$ cat config.mk
export PLATFORM = sky130hd
export DESIGN_NAME = pxr_sensor_regs
export DESIGN_NICKNAME = d
export VERILOG_FILES = /design/src/pxr_sensor_regs.v
export VERILOG_INCLUDE_DIRS = /design/src
export SDC_FILE = /design/constraint.sdc
export NUM_CORES = 1
export LEC_CHECK = 0
export ABC_AREA = 1
export BUFFER_PORTS_ARGS = -buffer_cell sky130_fd_sc_hd__buf_2
export CAP_MARGIN = 5
export CORE_ASPECT_RATIO = 1.1
export CORE_MARGIN = 4
export CORE_UTILIZATION = 37
export CTS_CLUSTER_SIZE = 40
export DETAILED_ROUTE_END_ITERATION = 8
export REMOVE_ABC_BUFFERS = 1
export SLEW_MARGIN = 10
export SYNTH_ARGS = -nofsm -noshare
export SYNTH_HDL_FRONTEND = slang
export SYNTH_SLANG_ARGS = --single-unit
$ cat constraint.sdc
create_clock -name mclk_i -period 4.9 [get_ports mclk_i]
set_input_delay 0.49 -clock mclk_i [delete_from_list [all_inputs] [get_ports mclk_i]]
set_output_delay 0.49 -clock mclk_i [all_outputs]
set_load 0.1 [all_outputs]
$ cat src/pxr_consts.vh
// Register offsets, field positions, reset values and timing counts for the proximity block
`ifndef PXR_CONSTS_VH
`define PXR_CONSTS_VH
`define PXR_CLK_HZ         10000000
`define PXR_CMD_CONF1      8'h00
`define PXR_CMD_CONF2      8'h01
`define PXR_CMD_CONF3      8'h02
`define PXR_CMD_THLO       8'h03
`define PXR_CMD_THHI       8'h04
`define PXR_CMD_CANC       8'h05
`define PXR_CMD_DATA       8'hF8
`define PXR_CMD_FLAGS      8'hF9
`define PXR_CMD_IDENT      8'hFA
`define PXR_ADDR_STRAIGHT  7'h60
`define PXR_ADDR_SWAPPED   7'h51
`define PXR_ID_LO_STRAIGHT 8'h5A
`define PXR_ID_LO_SWAPPED  8'h5B
`define PXR_ID_HI          8'hA7
`define PXR_WORD_RESET     16'h0000
`define PXR_B_POWER        0
`define PXR_B_CAL          7
`define PXR_B_FASTPERS     12
`define PXR_B_GLARE_IE     13
`define PXR_B_WIDE         14
`define PXR_B_GAIN         0
`define PXR_B_UNIT         1
`define PXR_B_FORCED       4
`define PXR_B_TRIG         5
`define PXR_B_GLARE_F      12
`define PXR_B_NEAR_F       9
`define PXR_B_FAR_F        8
`define PXR_MASK_CONF1     16'h7F81
`define PXR_MASK_CONF2     16'h37FF
`define PXR_MASK_CONF3     16'hDC30
`define PXR_MASK_CANC      16'h0FFF
`define PXR_MS_UNIT        10000
`define PXR_P_50MS         50
`define PXR_P_100MS        100
`define PXR_P_200MS        200
`define PXR_P_400MS        400
`define PXR_SP_6P25_US     6250
`define PXR_SP_12P5_US     12500
`define PXR_SP_25_US       25000
`define PXR_T_SHORT_US     25
`define PXR_T_LONG_US      50
`define PXR_US_CYC         (`PXR_CLK_HZ / 1000000)
`define PXR_MAX12          16'h0FFF
`endif

$ cat src/pxr_sensor_regs.v
// I2C register file and measurement sequencer of the proximity sensor
//
// Operation
// - Bit 0 powers sensor; reset shut down
// - Bit 7 enables internal calibration
// - Bit 14 picks 12 bit output, or 12-16 bit set by time and gain
// - Glare event sets flag bit 12
// - Bit 12 enables fast persistence after event
// - Bits 11:10 set crossings needed, 1-4
// - Bits 9:8 pick interrupt mode
// - Integration length and pulse count fields
// - Bit 1 picks 25 or 50 us unit
// - Output saturates per resolution, time, gain
// - Crosstalk cancel and high sensitivity bits
// - Bits 10:8 select emitter current
// - Forced mode trigger self-clears after measurement
// - Short period codes override normal period
// - Sunlight cancel field, 000 off, 111 on
// - Sixteen-bit thresholds compared, reset zero
// - Twelve-bit offset subtracted, top bits zero
// - Data word returns latest result
// - Near and far crossing flags bits 9, 8
// - Identity low byte follows address strap
// - Address 0x60 straight, 0x51 swapped pins
`timescale 1ns/1ns
`include "pxr_consts.vh"
module pxr_sensor_regs
(
	// Clock and reset
	input  wire        mclk_i,
	input  wire        rstn_i,
	// Two-wire bus pins, pin A and pin B
	input  wire        pin_a_i,
	output wire        pin_a_o,
	output wire        pin_a_oe_o,
	input  wire        pin_b_i,
	output wire        pin_b_o,
	output wire        pin_b_oe_o,
	// Analog front end
	input  wire [15:0] raw_count_i,
	input  wire        glare_event_i,
	output reg         meas_start_o,
	output wire [2:0]  emitter_current_o,
	output wire [1:0]  pulse_count_o,
	output wire        calibration_enable_o,
	output wire        high_sensitivity_o,
	output wire        crosstalk_cancel_o,
	output wire        ambient_cancel_o,
	// Interrupt pin, open drain
	output wire        irq_o,
	output wire        irq_oe_o
);
	localparam ST_IDLE = 3'd0;
	localparam ST_ADDR = 3'd1;
	localparam ST_CMD  = 3'd2;
	localparam ST_WDAT = 3'd3;
	localparam ST_RDAT = 3'd4;
	localparam ST_SKIP = 3'd5;
	localparam M_WAIT  = 2'd0;
	localparam M_INTEG = 2'd1;

	// Three-stage pin synchronisers
	reg [2:0] a_sync_q;
	reg [2:0] b_sync_q;
	reg       a_q;
	reg       b_q;
	always @(posedge mclk_i)
	begin
		a_sync_q <= {a_sync_q[1:0], pin_a_i};
		b_sync_q <= {b_sync_q[1:0], pin_b_i};
		if (!rstn_i)
		begin
			a_q <= 1'b1;
			b_q <= 1'b1;
		end
		else
		begin
			if (a_sync_q[1] == a_sync_q[2])
				a_q <= a_sync_q[2];
			if (b_sync_q[1] == b_sync_q[2])
				b_q <= b_sync_q[2];
		end
	end

	// Strap: the first pin to fall marks data (start condition), so it picks roles
	reg swap_q;
	reg strap_done_q;
	always @(posedge mclk_i)
	begin
		if (!rstn_i)
		begin
			swap_q       <= 1'b0;
			strap_done_q <= 1'b0;
		end
		else if (!strap_done_q && (!a_q || !b_q))
		begin
			swap_q       <= a_q & ~b_q;
			strap_done_q <= 1'b1;
		end
	end
	wire scl = swap_q ? a_q : b_q;
	wire sda = swap_q ? b_q : a_q;
	wire [6:0] own_addr = swap_q ? `PXR_ADDR_SWAPPED : `PXR_ADDR_STRAIGHT;

	// Delay the raw pins, so a strap decision never fakes an edge
	reg a_d_q;
	reg b_d_q;
	always @(posedge mclk_i)
	begin
		a_d_q <= a_q;
		b_d_q <= b_q;
	end
	wire scl_q    = swap_q ? a_d_q : b_d_q;
	wire sda_q    = swap_q ? b_d_q : a_d_q;
	wire scl_rise = scl & ~scl_q;
	wire scl_fall = ~scl & scl_q;
	// The very first fall is the first start, before roles are known
	wire first_start = ~strap_done_q & (a_q ^ b_q);
	wire start_c  = first_start | (strap_done_q & scl & scl_q & sda_q & ~sda);
	wire stop_c   = strap_done_q & scl & scl_q & ~sda_q & sda;

	// Registers
	reg [15:0] conf1_q;
	reg [15:0] conf2_q;
	reg [15:0] conf3_q;
	reg [15:0] thlo_q;
	reg [15:0] thhi_q;
	reg [15:0] canc_q;
	reg [15:0] data_q;
	reg        glare_f_q;
	reg        near_f_q;
	reg        far_f_q;

	// Bus engine
	reg [2:0]  st_q;
	reg [3:0]  bit_q;
	reg [7:0]  sh_q;
	reg [7:0]  cmd_q;
	reg        hi_q;
	reg        rd_q;
	reg        ack_q;
	reg        drv_q;
	reg [7:0]  lo_byte_q;
	reg [15:0] rd_word_q;
	reg        flags_rd_q;
	reg        wr_stb_q;

	function [15:0] reg_read;
		input [7:0] c;
		begin
			reg_read = 16'h0000;
			if (c == `PXR_CMD_CONF1)
				reg_read = conf1_q;
			else if (c == `PXR_CMD_CONF2)
				reg_read = conf2_q;
			else if (c == `PXR_CMD_CONF3)
				reg_read = conf3_q;
			else if (c == `PXR_CMD_THLO)
				reg_read = thlo_q;
			else if (c == `PXR_CMD_THHI)
				reg_read = thhi_q;
			else if (c == `PXR_CMD_CANC)
				reg_read = canc_q;
			else if (c == `PXR_CMD_DATA)
				reg_read = data_q;
			else if (c == `PXR_CMD_FLAGS)
				reg_read = {3'b000, glare_f_q, 2'b00, near_f_q, far_f_q, 8'h00};
			else if (c == `PXR_CMD_IDENT)
				reg_read = {`PXR_ID_HI, swap_q ? `PXR_ID_LO_SWAPPED : `PXR_ID_LO_STRAIGHT};
		end
	endfunction
	wire [15:0] rd_now = reg_read(cmd_q);

	always @(posedge mclk_i)
	begin
		if (!rstn_i)
		begin
			st_q       <= ST_IDLE;
			bit_q      <= 4'd0;
			sh_q       <= 8'h00;
			cmd_q      <= 8'h00;
			hi_q       <= 1'b0;
			rd_q       <= 1'b0;
			ack_q      <= 1'b0;
			drv_q      <= 1'b0;
			lo_byte_q  <= 8'h00;
			rd_word_q  <= 16'h0000;
			flags_rd_q <= 1'b0;
			wr_stb_q   <= 1'b0;
		end
		else
		begin
			flags_rd_q <= 1'b0;
			wr_stb_q   <= 1'b0;
			if (start_c)
			begin
				// Repeated start keeps the command code for the read
				st_q  <= ST_ADDR;
				bit_q <= 4'd0;
				ack_q <= 1'b0;
				drv_q <= 1'b0;
			end
			else if (stop_c)
			begin
				st_q  <= ST_IDLE;
				drv_q <= 1'b0;
			end
			else if (scl_rise && !ack_q && st_q != ST_IDLE && st_q != ST_SKIP)
			begin
				sh_q  <= {sh_q[6:0], sda};
				bit_q <= bit_q + 4'd1;
			end
			else if (scl_fall && st_q != ST_IDLE && st_q != ST_SKIP)
			begin
				if (ack_q)
				begin
					// End of acknowledge slot
					ack_q <= 1'b0;
					bit_q <= 4'd0;
					drv_q <= 1'b0;
					if (st_q == ST_RDAT)
						drv_q <= ~rd_word_q[15];
				end
				else if (st_q == ST_RDAT)
				begin
					if (bit_q == 4'd8)
					begin
						// Master ack slot: release; the ack bit is not sampled, high byte follows the low one, then skip
						drv_q <= 1'b0;
						ack_q <= 1'b1;
						hi_q  <= ~hi_q;
						// Eighth rotation brings the high byte's top bit up
						rd_word_q <= {rd_word_q[14:0], rd_word_q[15]};
						if (hi_q)
							st_q <= ST_SKIP;
					end
					else
					begin
						drv_q     <= ~rd_word_q[14];
						rd_word_q <= {rd_word_q[14:0], rd_word_q[15]};
					end
				end
				else if (bit_q == 4'd8)
				begin
					ack_q <= 1'b1;
					drv_q <= 1'b1;
					if (st_q == ST_ADDR)
					begin
						if (sh_q[7:1] != own_addr)
						begin
							st_q  <= ST_SKIP;
							ack_q <= 1'b0;
							drv_q <= 1'b0;
						end
						else if (sh_q[0])
						begin
							// Low byte first, shifted MSB first
							st_q      <= ST_RDAT;
							hi_q      <= 1'b0;
							rd_word_q <= {rd_now[7:0], rd_now[15:8]};
							if (cmd_q == `PXR_CMD_FLAGS)
								flags_rd_q <= 1'b1;
						end
						else
							st_q <= ST_CMD;
					end
					else if (st_q == ST_CMD)
					begin
						cmd_q <= sh_q;
						hi_q  <= 1'b0;
						st_q  <= ST_WDAT;
					end
					else
					begin
						if (!hi_q)
							lo_byte_q <= sh_q;
						else
							wr_stb_q <= 1'b1;
						hi_q <= ~hi_q;
					end
				end
			end
		end
	end

	// Register writes; a lone low byte is dropped
	wire [15:0] wr_word = {sh_q, lo_byte_q};
	reg         meas_done_q;
	always @(posedge mclk_i)
	begin
		if (!rstn_i)
		begin
			conf1_q <= `PXR_WORD_RESET;
			conf2_q <= `PXR_WORD_RESET;
			conf3_q <= `PXR_WORD_RESET;
			thlo_q  <= `PXR_WORD_RESET;
			thhi_q  <= `PXR_WORD_RESET;
			canc_q  <= `PXR_WORD_RESET;
		end
		else
		begin
			if (wr_stb_q && cmd_q == `PXR_CMD_CONF1)
				conf1_q <= wr_word & `PXR_MASK_CONF1;
			if (wr_stb_q && cmd_q == `PXR_CMD_CONF2)
				conf2_q <= wr_word & `PXR_MASK_CONF2;
			if (wr_stb_q && cmd_q == `PXR_CMD_CONF3)
				conf3_q <= wr_word & `PXR_MASK_CONF3;
			else if (meas_done_q && conf3_q[`PXR_B_FORCED])
				conf3_q[`PXR_B_TRIG] <= 1'b0;
			if (wr_stb_q && cmd_q == `PXR_CMD_THLO)
				thlo_q <= wr_word;
			if (wr_stb_q && cmd_q == `PXR_CMD_THHI)
				thhi_q <= wr_word;
			if (wr_stb_q && cmd_q == `PXR_CMD_CANC)
				canc_q <= wr_word & `PXR_MASK_CANC;
		end
	end

	// Field outputs to the front end
	assign calibration_enable_o = conf1_q[`PXR_B_CAL];
	assign emitter_current_o    = conf2_q[10:8];
	assign pulse_count_o        = conf2_q[3:2];
	assign high_sensitivity_o   = conf2_q[13];
	assign crosstalk_cancel_o   = conf2_q[12];
	assign ambient_cancel_o     = &conf3_q[12:10];

	// Measurement timing in us, then microsecond tick
	localparam [31:0] US_LAST = `PXR_US_CYC - 1;
	localparam [31:0] PER0    = `PXR_P_50MS * 1000;
	localparam [31:0] PER1    = `PXR_P_100MS * 1000;
	localparam [31:0] PER2    = `PXR_P_200MS * 1000;
	localparam [31:0] PER3    = `PXR_P_400MS * 1000;
	localparam [31:0] SPER1   = `PXR_SP_6P25_US;
	localparam [31:0] SPER2   = `PXR_SP_12P5_US;
	localparam [31:0] SPER3   = `PXR_SP_25_US;
	localparam [31:0] T_SHORT = `PXR_T_SHORT_US;
	localparam [31:0] T_LONG  = `PXR_T_LONG_US;
	reg [3:0]  us_div_q;
	wire       us_tick = (us_div_q == US_LAST[3:0]);
	reg [18:0] per_us;
	always @*
	begin
		case (conf3_q[15:14])
			2'd1: per_us = SPER1[18:0];
			2'd2: per_us = SPER2[18:0];
			2'd3: per_us = SPER3[18:0];
			default:
			begin
				case (conf2_q[7:6])
					2'd0: per_us = PER0[18:0];
					2'd1: per_us = PER1[18:0];
					2'd2: per_us = PER2[18:0];
					default: per_us = PER3[18:0];
				endcase
			end
		endcase
	end
	// Integration: unit times 1,2,4,8 times pulse count
	wire [5:0]  unit_us = conf2_q[`PXR_B_UNIT] ? T_LONG[5:0] : T_SHORT[5:0];
	wire [12:0] integ_us = ({7'd0, unit_us} << conf2_q[5:4]) << conf2_q[3:2];

	// Saturation ceiling
	wire [4:0]  res_bits = !conf1_q[`PXR_B_WIDE] ? 5'd12
		: 5'd12 + {3'd0, conf2_q[5:4]} + {4'd0, conf2_q[`PXR_B_GAIN]};
	wire [16:0] ceil_w = (17'd1 << res_bits) - 17'd1;
	wire [15:0] ceil = ceil_w[15:0];
	wire [15:0] canc_v = {4'h0, canc_q[11:0]};
	wire [15:0] net_v = (raw_count_i > canc_v) ? raw_count_i - canc_v : 16'h0000;
	wire [15:0] result = (net_v > ceil) ? ceil : net_v;

	reg [1:0]  m_st_q;
	reg [18:0] m_cnt_q;
	always @(posedge mclk_i)
	begin
		if (!rstn_i)
		begin
			us_div_q     <= 4'd0;
			m_st_q       <= M_WAIT;
			m_cnt_q      <= 19'd0;
			meas_start_o <= 1'b0;
			meas_done_q  <= 1'b0;
			data_q       <= 16'h0000;
		end
		else
		begin
			us_div_q     <= us_tick ? 4'd0 : us_div_q + 4'd1;
			meas_start_o <= 1'b0;
			meas_done_q  <= 1'b0;
			case (m_st_q)
				M_WAIT:
				begin
					if (!conf1_q[`PXR_B_POWER])
						m_cnt_q <= 19'd0;
					// Trigger still reads set in the cycle it is cleared
					else if (conf3_q[`PXR_B_FORCED] ? (conf3_q[`PXR_B_TRIG] & ~meas_done_q)
						: (us_tick && m_cnt_q >= per_us - 19'd1))
					begin
						m_cnt_q      <= 19'd0;
						meas_start_o <= 1'b1;
						m_st_q       <= M_INTEG;
					end
					else if (us_tick && !conf3_q[`PXR_B_FORCED])
						m_cnt_q <= m_cnt_q + 19'd1;
				end
				default:
				begin
					if (us_tick)
						m_cnt_q <= m_cnt_q + 19'd1;
					if (us_tick && m_cnt_q >= {6'd0, integ_us} - 19'd1)
					begin
						data_q      <= result;
						meas_done_q <= 1'b1;
						m_cnt_q     <= 19'd0;
						m_st_q      <= M_WAIT;
					end
				end
			endcase
		end
	end

	// Threshold evaluation with persistence
	reg [1:0] hi_cnt_q;
	reg [1:0] lo_cnt_q;
	reg       fired_q;
	reg       state_hi_q;
	wire      above = data_q > thhi_q;
	wire      below = data_q < thlo_q;
	wire      fast_pers = conf1_q[`PXR_B_FASTPERS] & fired_q;
	wire [1:0] need = (fast_pers) ? 2'd0 : conf1_q[11:10];
	wire [1:0] mode = conf1_q[9:8];
	wire      near_hit = meas_done_q && above && hi_cnt_q >= need;
	wire      far_hit  = meas_done_q && below && lo_cnt_q >= need;
	// Mode 2 arms low events only after the first high event
	wire      near_ev = near_hit && (mode == 2'd3 || mode == 2'd2
		|| (mode == 2'd1 && !state_hi_q));
	wire      far_ev  = far_hit && (mode == 2'd3 || (mode == 2'd2 && fired_q)
		|| (mode == 2'd1 && state_hi_q));
	always @(posedge mclk_i)
	begin
		if (!rstn_i)
		begin
			hi_cnt_q   <= 2'd0;
			lo_cnt_q   <= 2'd0;
			fired_q    <= 1'b0;
			state_hi_q <= 1'b0;
			glare_f_q  <= 1'b0;
			near_f_q   <= 1'b0;
			far_f_q    <= 1'b0;
		end
		else
		begin
			if (meas_done_q)
			begin
				hi_cnt_q <= (above && hi_cnt_q != 2'd3) ? hi_cnt_q + 2'd1 : (above ? hi_cnt_q : 2'd0);
				lo_cnt_q <= (below && lo_cnt_q != 2'd3) ? lo_cnt_q + 2'd1 : (below ? lo_cnt_q : 2'd0);
			end
			if (near_ev)
				state_hi_q <= 1'b1;
			else if (far_ev)
				state_hi_q <= 1'b0;
			if (near_ev || far_ev)
				fired_q <= 1'b1;
			// Set wins over the clear-on-read
			if (flags_rd_q)
			begin
				glare_f_q <= 1'b0;
				near_f_q  <= 1'b0;
				far_f_q   <= 1'b0;
			end
			if (glare_event_i && conf1_q[`PXR_B_GLARE_IE])
				glare_f_q <= 1'b1;
			if (near_ev)
				near_f_q <= 1'b1;
			if (far_ev)
				far_f_q <= 1'b1;
		end
	end

	// Logic mode holds pin low while near; others while any flag is set
	wire irq_act = (mode == 2'd1) ? state_hi_q : (glare_f_q | near_f_q | far_f_q);
	assign irq_o    = 1'b0;
	assign irq_oe_o = irq_act;
	assign pin_a_o    = 1'b0;
	assign pin_b_o    = 1'b0;
	assign pin_a_oe_o = drv_q & ~swap_q;
	assign pin_b_oe_o = drv_q & swap_q;
endmodule

==> results of run 1 <==
[power by group through the flow]
stage	clock network, mW	registers [mW]	logic [mW]
floorplan	0	1.58	0.161
global placement	0	1.59	0.227
detailed placement	0	1.59	0.228
CTS	1.46	1.55	0.230
global route	1.52	1.55	0.266
finish	1.44	1.55	0.237
[worst register-to-register path: cells and delay by family, from the launching register on]
kind / cells / cell delay (ns)
adders and majority gates: 2 / 0.60
and+or+nand+nor: 11 / 1.32
AOI/OAI and AO/OA: 5 / 1.09
buffers and inverters: 3 / 0.69
xor gates and xnor gates: 1 / 0.14
DFF: 1 / 0.40
[cell type report]
type | count | area share
well taps | 432 | 0.03917
clock buffers | 19 | 0.03283
inverters | 251 | 0.06828
flip-flops and latches | 188 | 0.2728
multi-input cells | 1417 | 0.5591
repair buffers | 42 | 0.01705
clock inverters | 13 | 0.01079
[worst min-delay path by stage]
stage                          endpoint  slack (ns)  cells past startpoint
floorplan           a_sync_q[1]$_DFF_P_        0.31                      0
global placement    a_sync_q[1]$_DFF_P_        0.32                      0
detailed placement  a_sync_q[1]$_DFF_P_        0.32                      0
CTS                 b_sync_q[0]$_DFF_P_        0.13                      1
global route        b_sync_q[0]$_DFF_P_        0.12                      1
finish              a_sync_q[0]$_DFF_P_        0.14                      1
[through the flow]
stage | setup slack, ns | hold WS (ns) | total power, mW
after floorplan | 0.3146 | 0.3096 | 1.742
after global placement | 0.8126 | 0.3170 | 1.812
after detailed placement | 0.6323 | 0.3154 | 1.814
after CTS | 0.6087 | 0.1286 | 3.235
after global routing | 0.07750 | 0.1216 | 3.339
final | 0.5554 | 0.1407 | 3.223
[placed cells by master, fill, tap and decap left out, types with 3 or more instances in the layout]
cell type | netlist | layout
clkinv_4 | 0 | 3
xor2_1 | 13 | 13
inv_2 | 6 | 6
o21ai_1 | 13 | 13
nand4_1 | 22 | 22
clkinv_1 | 3 | 3
nor2_2 | 6 | 6
o21bai_1 | 4 | 4
o21ai_0 | 173 | 173
buf_2 | 12 | 32
a211oi_1 | 10 | 10
o211ai_1 | 8 | 8
a21oi_1 | 230 | 230
nand3b_1 | 5 | 5
ha_1 | 129 | 129
a21o_1 | 4 | 4
nor4_1 | 5 | 5
o21a_1 | 9 | 9
nand2_1 | 391 | 391
o22ai_1 | 11 | 11
inv_1 | 242 | 242
xnor2_1 | 15 | 15
a21boi_1 | 3 | 3
or2_2 | 5 | 5
conb_1 | 2 | 18
dfxtp_1 | 188 | 188
clkbuf_16 | 0 | 17
nor3_2 | 3 | 3
nand2_2 | 3 | 3
nand3_1 | 103 | 103
inv_8 | 0 | 5
nor2_1 | 183 | 183
nor3_1 | 28 | 28
buf_4 | 10 | 10
[cell families after synthesis]
logic type | Yosys count | synth area share
AOI/OAI and AO/OA | 476 | 0.1999
xor gates and xnor gates | 28 | 0.01936
adders and majority gates | 130 | 0.1290
buffers and inverters | 315 | 0.09867
DFF | 188 | 0.2971
other | 2 | 0.0005928
and+or+nand+nor | 765 | 0.2554
[layer usage]
metal	up-vias	GRT usage	share of wire	wire length (µm)
met5	-	0	0	0
met4	0	0.05837	0.027	1011
met3	70	0.02358	0.054	2016
met2	327	0.3368	0.47	17630
met1	5738	0.2711	0.45	16920
li1	6301	-	-	-
[state kept, by name, indices dropped and copies added, names as in the netlist, 7 cells and up]
signal and count:
conf3_q 7, cmd_q 8, conf2_q 13, thhi_q 16, conf1_q 9, m_cnt_q 19, canc_q 12, rd_word_q 16
data_q 16, thlo_q 16, lo_byte_q 8, sh_q 8
==> results.tsv, run 1 <==
metric	value	unit
via_count	12440	
ff2ff_setup_slack	0.56	ns
grt_overflow	0	
yosysTopAreaCellShare	0.2971	
synth_area_leaders	dfxtp_1, ha_1, nand2_1	
path_buf_inv	3	
rr_worst_depth	22	
setup.worst_path.end	data_q[3]$_SDFFE_PN0P_	
worst_slew_pin_slew	1.268	ns
die_x	184.4	µm
ctsLongestPathBuffers	2	
swShare	0.2661	
cts_root_buf	clkbuf_16	
yosys_warnings	0	
synth-main-ff-cell	dfxtp_1	
synth-seq-cells	188	
async_reset_ff_frac	0	
dp_hpwl	28.65	mm
design.die.area	37270	µm²
rsz0062_at_grt	no	
rows	70	
grt_pass1_vias	11490	
cp_max_fo	18	
grt_pass1_wl	60.67	mm
max_stage_delay	0.53	ns
synth_common_cells	nand2_1, inv_1, a21oi_1	
synthCells	1904	
min_from	pin_a_i	
regArea	3764	µm²
pin_count	37	
io_buffers	33	
stdcell_area	13800	µm²
finalClockSkew	0.01765	ns
final_nets	2068	
grt_max_degree	131	
cap_violations	0	
synthToLayoutAreaGrowth	8.918	%
outcome	complete, no violations	
wl_per_cell	15.91	µm
place_congestion	0.9169	
antenna_found_initial	0	
slowest_stage	clkinv_1	
finalHoldViolations	0	
path_clk_slew	0.08	ns
synth_edf_count	0	
pwr-share-clk	0.446	
cp.required	5.22	ns
max_clock_freq	230.2	MHz
insertion_delay	0.45	ns
worstReg2RegStart	conf2_q[1]$_SDFFE_PN0P_	
crit_arrival	4.67	ns
period_share	0.8867	
hp-class	in2reg	
multi_input_area	7715	µm²
crit_type	reg2reg	
drt_iter0_drc	1096	
via_per_inst	5.265	
p_int	2.365	mW
crit_path_start	conf2_q[1]$_SDFFE_PN0P_	
yosysSeqAreaShare	0.2971	
worstPathCellList	inv_1 -> ha_1 -> inv_1 -> nor2_1 -> nand2_1 -> o21ai_0 -> o21ai_0 -> nand2_1 -> nor2_2 -> nand2_1 -> nor2_1 -> xnor2_1 -> ha_1 -> a21o_1 -> nor2_1 -> nand2_1 -> nand2_1 -> nand4_1 -> nand3_1 -> clkinv_1 -> o21ai_0 -> a21oi_1	
synth_cell_types	52	
n_fill_cell	3572	
final_cells	2362	
combPwrFrac	0.073	
path_depth	22	
period_minus_slack	4.345	ns
yosysMostFrequentCell	nand2_1	
p_seq_frac	0.481	
n_antenna_cell	0	
leakagePower	6.271	nW
dp.cells	2330	
p_per_area	233.6	nW/µm²
core	33540	µm²
synth_area_per_cell	6.654	µm²
fin_tns_setup	0	ns
crit_path_frequent_cell	nand2_1	
worstReg2RegEnd	data_q[3]$_SDFFE_PN0P_	
drv_slew	0	
ctsHoldBuffers	0	
post_cts_resized	0	
track_usage	0.2008	
cpLargestDelayFamily	simple AND/OR/NAND/NOR gates	
cts_buffers	17	
finalCoreUtilization	0.4113	
syn_area	12670	µm²
drive_gt1_frac	0.05285	
synth_largest_area_cell	dfxtp_1	
cts_tree	built	
worstSetupEndpointType	flop	
drt_first_pass_iters	9	
drc_errors	0	
peakVddDrop	0.0002880	V
start_util	0.3777	
ant_nets	0	
cts_post_setup_buffers_inserted	0	
cp-start-kind	flop	
slew_headroom	0.1545	
clock-sinks	188	
power_switching	857.6	µW
setup_violations	0	
cts_htree_levels	4	
placed_area	13200	µm²
wirelength	37.57	mm
die_y	202.1	µm
No activity file was read; power rests on OpenSTA's default activity.
==> run 2: changes to the inputs <==
==> constraint.sdc (replaced) <==
create_clock -name mclk_i -period 4.9 [get_ports mclk_i]
set_input_delay 0.98 -clock mclk_i [delete_from_list [all_inputs] [get_ports mclk_i]]
set_output_delay 0.98 -clock mclk_i [all_outputs]
set_load 0.1 [all_outputs]
==> results.tsv, run 2 (synthesized netlist as in run 1, its figures left out) <==
metric	value	unit
outcome	complete, no violations	
largest_reg_flops	19	
die_x	184.4	µm
slew_headroom	0.2442	
core	33540	µm²
grt_pass1_vias	11390	
n_antenna_cell	0	
drt_iter0_drc	930	
cp.required	5.24	ns
crit_arrival	4.50	ns
worstSetupEndpointType	flop	
p_int	2.318	mW
power_switching	921.3	µW
final_nets	2071	
cts_post_setup_buffers_inserted	0	
design.die.area	37270	µm²
leakagePower	6.295	nW
synthToLayoutAreaGrowth	9.264	%
cts_buffers	17	
finalHoldViolations	0	
path_clk_slew	0.09	ns
wirelength	37.02	mm
combPwrFrac	0.072	
cp_max_fo	13	
die_y	202.1	µm
drc_errors	0	
clock-sinks	188	
insertion_delay	0.45	ns
cts_tree	built	
wl_per_cell	15.65	µm
cap_violations	0	
track_usage	0.1950	
post_cts_resized	0	
pwr-share-clk	0.449	
final_cell_mix	nand2_1, inv_1, a21oi_1, dfxtp_1, nor2_1	
p_seq_frac	0.478	
worstPathCellList	inv_1 -> nand2_1 -> o21ai_0 -> o21ai_0 -> nand2_1 -> nor2_2 -> nand2_1 -> nor2_1 -> xnor2_1 -> ha_1 -> a21o_1 -> nor2_1 -> nand2_1 -> nand2_1 -> nand4_1 -> nand3_1 -> clkinv_1 -> buf_4 -> o21a_1 -> nand2_1 -> inv_1	
fin_tns_setup	0	ns
via_count	12320	
via_per_inst	5.211	
p_per_area	234.0	nW/µm²
slowest_stage	dfxtp_1	
worst_slew_pin_slew	1.125	ns
finalClockSkew	0.01682	ns
grt_pass1_wl	59.12	mm
swShare	0.2844	
cp-start-kind	flop	
drv_slew	0	
cts_root_buf	clkbuf_16	
cts_htree_levels	4	
period_share	0.8479	
pin_count	37	
ctsLongestPathBuffers	2	
mostFrequentLayoutCell	nand2_1	
grt_max_degree	84	
drt_first_pass_iters	5	
place_congestion	0.9522	
dp_hpwl	28.36	mm
rows	70	
setup_violations	0	
cpLargestDelayFamily	simple AND/OR/NAND/NOR gates	
max_clock_freq	240.7	MHz
regArea	3764	µm²
drive_gt1_frac	0.05432	
max_stage_delay	0.60	ns
antenna_found_initial	0	
holdWs	0.3354	ns
start_util	0.3777	
grt_overflow	0	
crit_type	reg2reg	
n_fill_cell	3512	
crit_path_frequent_cell	nand2_1	
rsz0062_at_grt	no	
stdcell_area	13840	µm²
io_buffers	33	
peakVddDrop	0.0002218	V
hp-class	reg2reg	
ctsHoldBuffers	0	
path_buf_inv	4	
multi_input_area	7715	µm²
ant_nets	0	
period_minus_slack	4.155	ns
placed_area	13220	µm²
max_flop_register	m_cnt_q	
[run 2: area by class of cell]
type / instances / area share
Multi-Input combinational cell: 1417 / 0.5574
Sequential cell: 188 / 0.2719
Inverter: 251 / 0.06806
Tap cell: 432 / 0.03905
Clock buffer: 17 / 0.03073
Timing Repair Buffer: 45 / 0.01862
Clock inverter: 15 / 0.01428
[run 2: final timing paths]
| path | slack (ns) | from | end | cells after the start |
|---|---|---|---|---|
| min reg2reg | 0.34 | b_sync_q[0]$_DFF_P_ | b_sync_q[1]$_DFF_P_ | 0 |
| min | 0.34 | b_sync_q[0]$_DFF_P_ | b_sync_q[1]$_DFF_P_ | 0 |
| max | 0.75 | conf2_q[5]$_SDFFE_PN0P_ | data_q[4]$_SDFFE_PN0P_ | 21 |
| max reg2reg | 0.75 | conf2_q[5]$_SDFFE_PN0P_ | data_q[4]$_SDFFE_PN0P_ | 21 |
[run 2: power by group through the flow]
| stage | sequential, mW | combinational (mW) | clock (mW) |
|---|---|---|---|
| final | 1.55 | 0.235 | 1.46 |
| after global routing | 1.55 | 0.265 | 1.54 |
| after CTS | 1.55 | 0.230 | 1.47 |
| after detailed placement | 1.59 | 0.228 | 0 |
| after global placement | 1.59 | 0.226 | 0 |
| after floorplan | 1.58 | 0.161 | 0 |
[run 2: per-stage QoR]
step / util / std cells / setup WS [ns] / power (mW)
after floorplan: - / 1856 / 0.3146 / 1.742
after global placement: 0.3941 / 2333 / 0.4948 / 1.812
after detailed placement: 0.3941 / 2333 / 0.4026 / 1.814
after CTS: 0.4126 / 2365 / 0.7306 / 3.253
after global routing: 0.4126 / 2365 / 0.2993 / 3.358
final: 0.4126 / 2365 / 0.7452 / 3.240
[run 2: metal layers]
layer / track usage / up-vias / part of all wire
li1: - / 6300 / -
met1: 0.2657 / 5694 / 0.47
met2: 0.3271 / 278 / 0.47
met3: 0.02520 / 52 / 0.042
met4: 0.04754 / 0 / 0.022
met5: 0 / - / 0
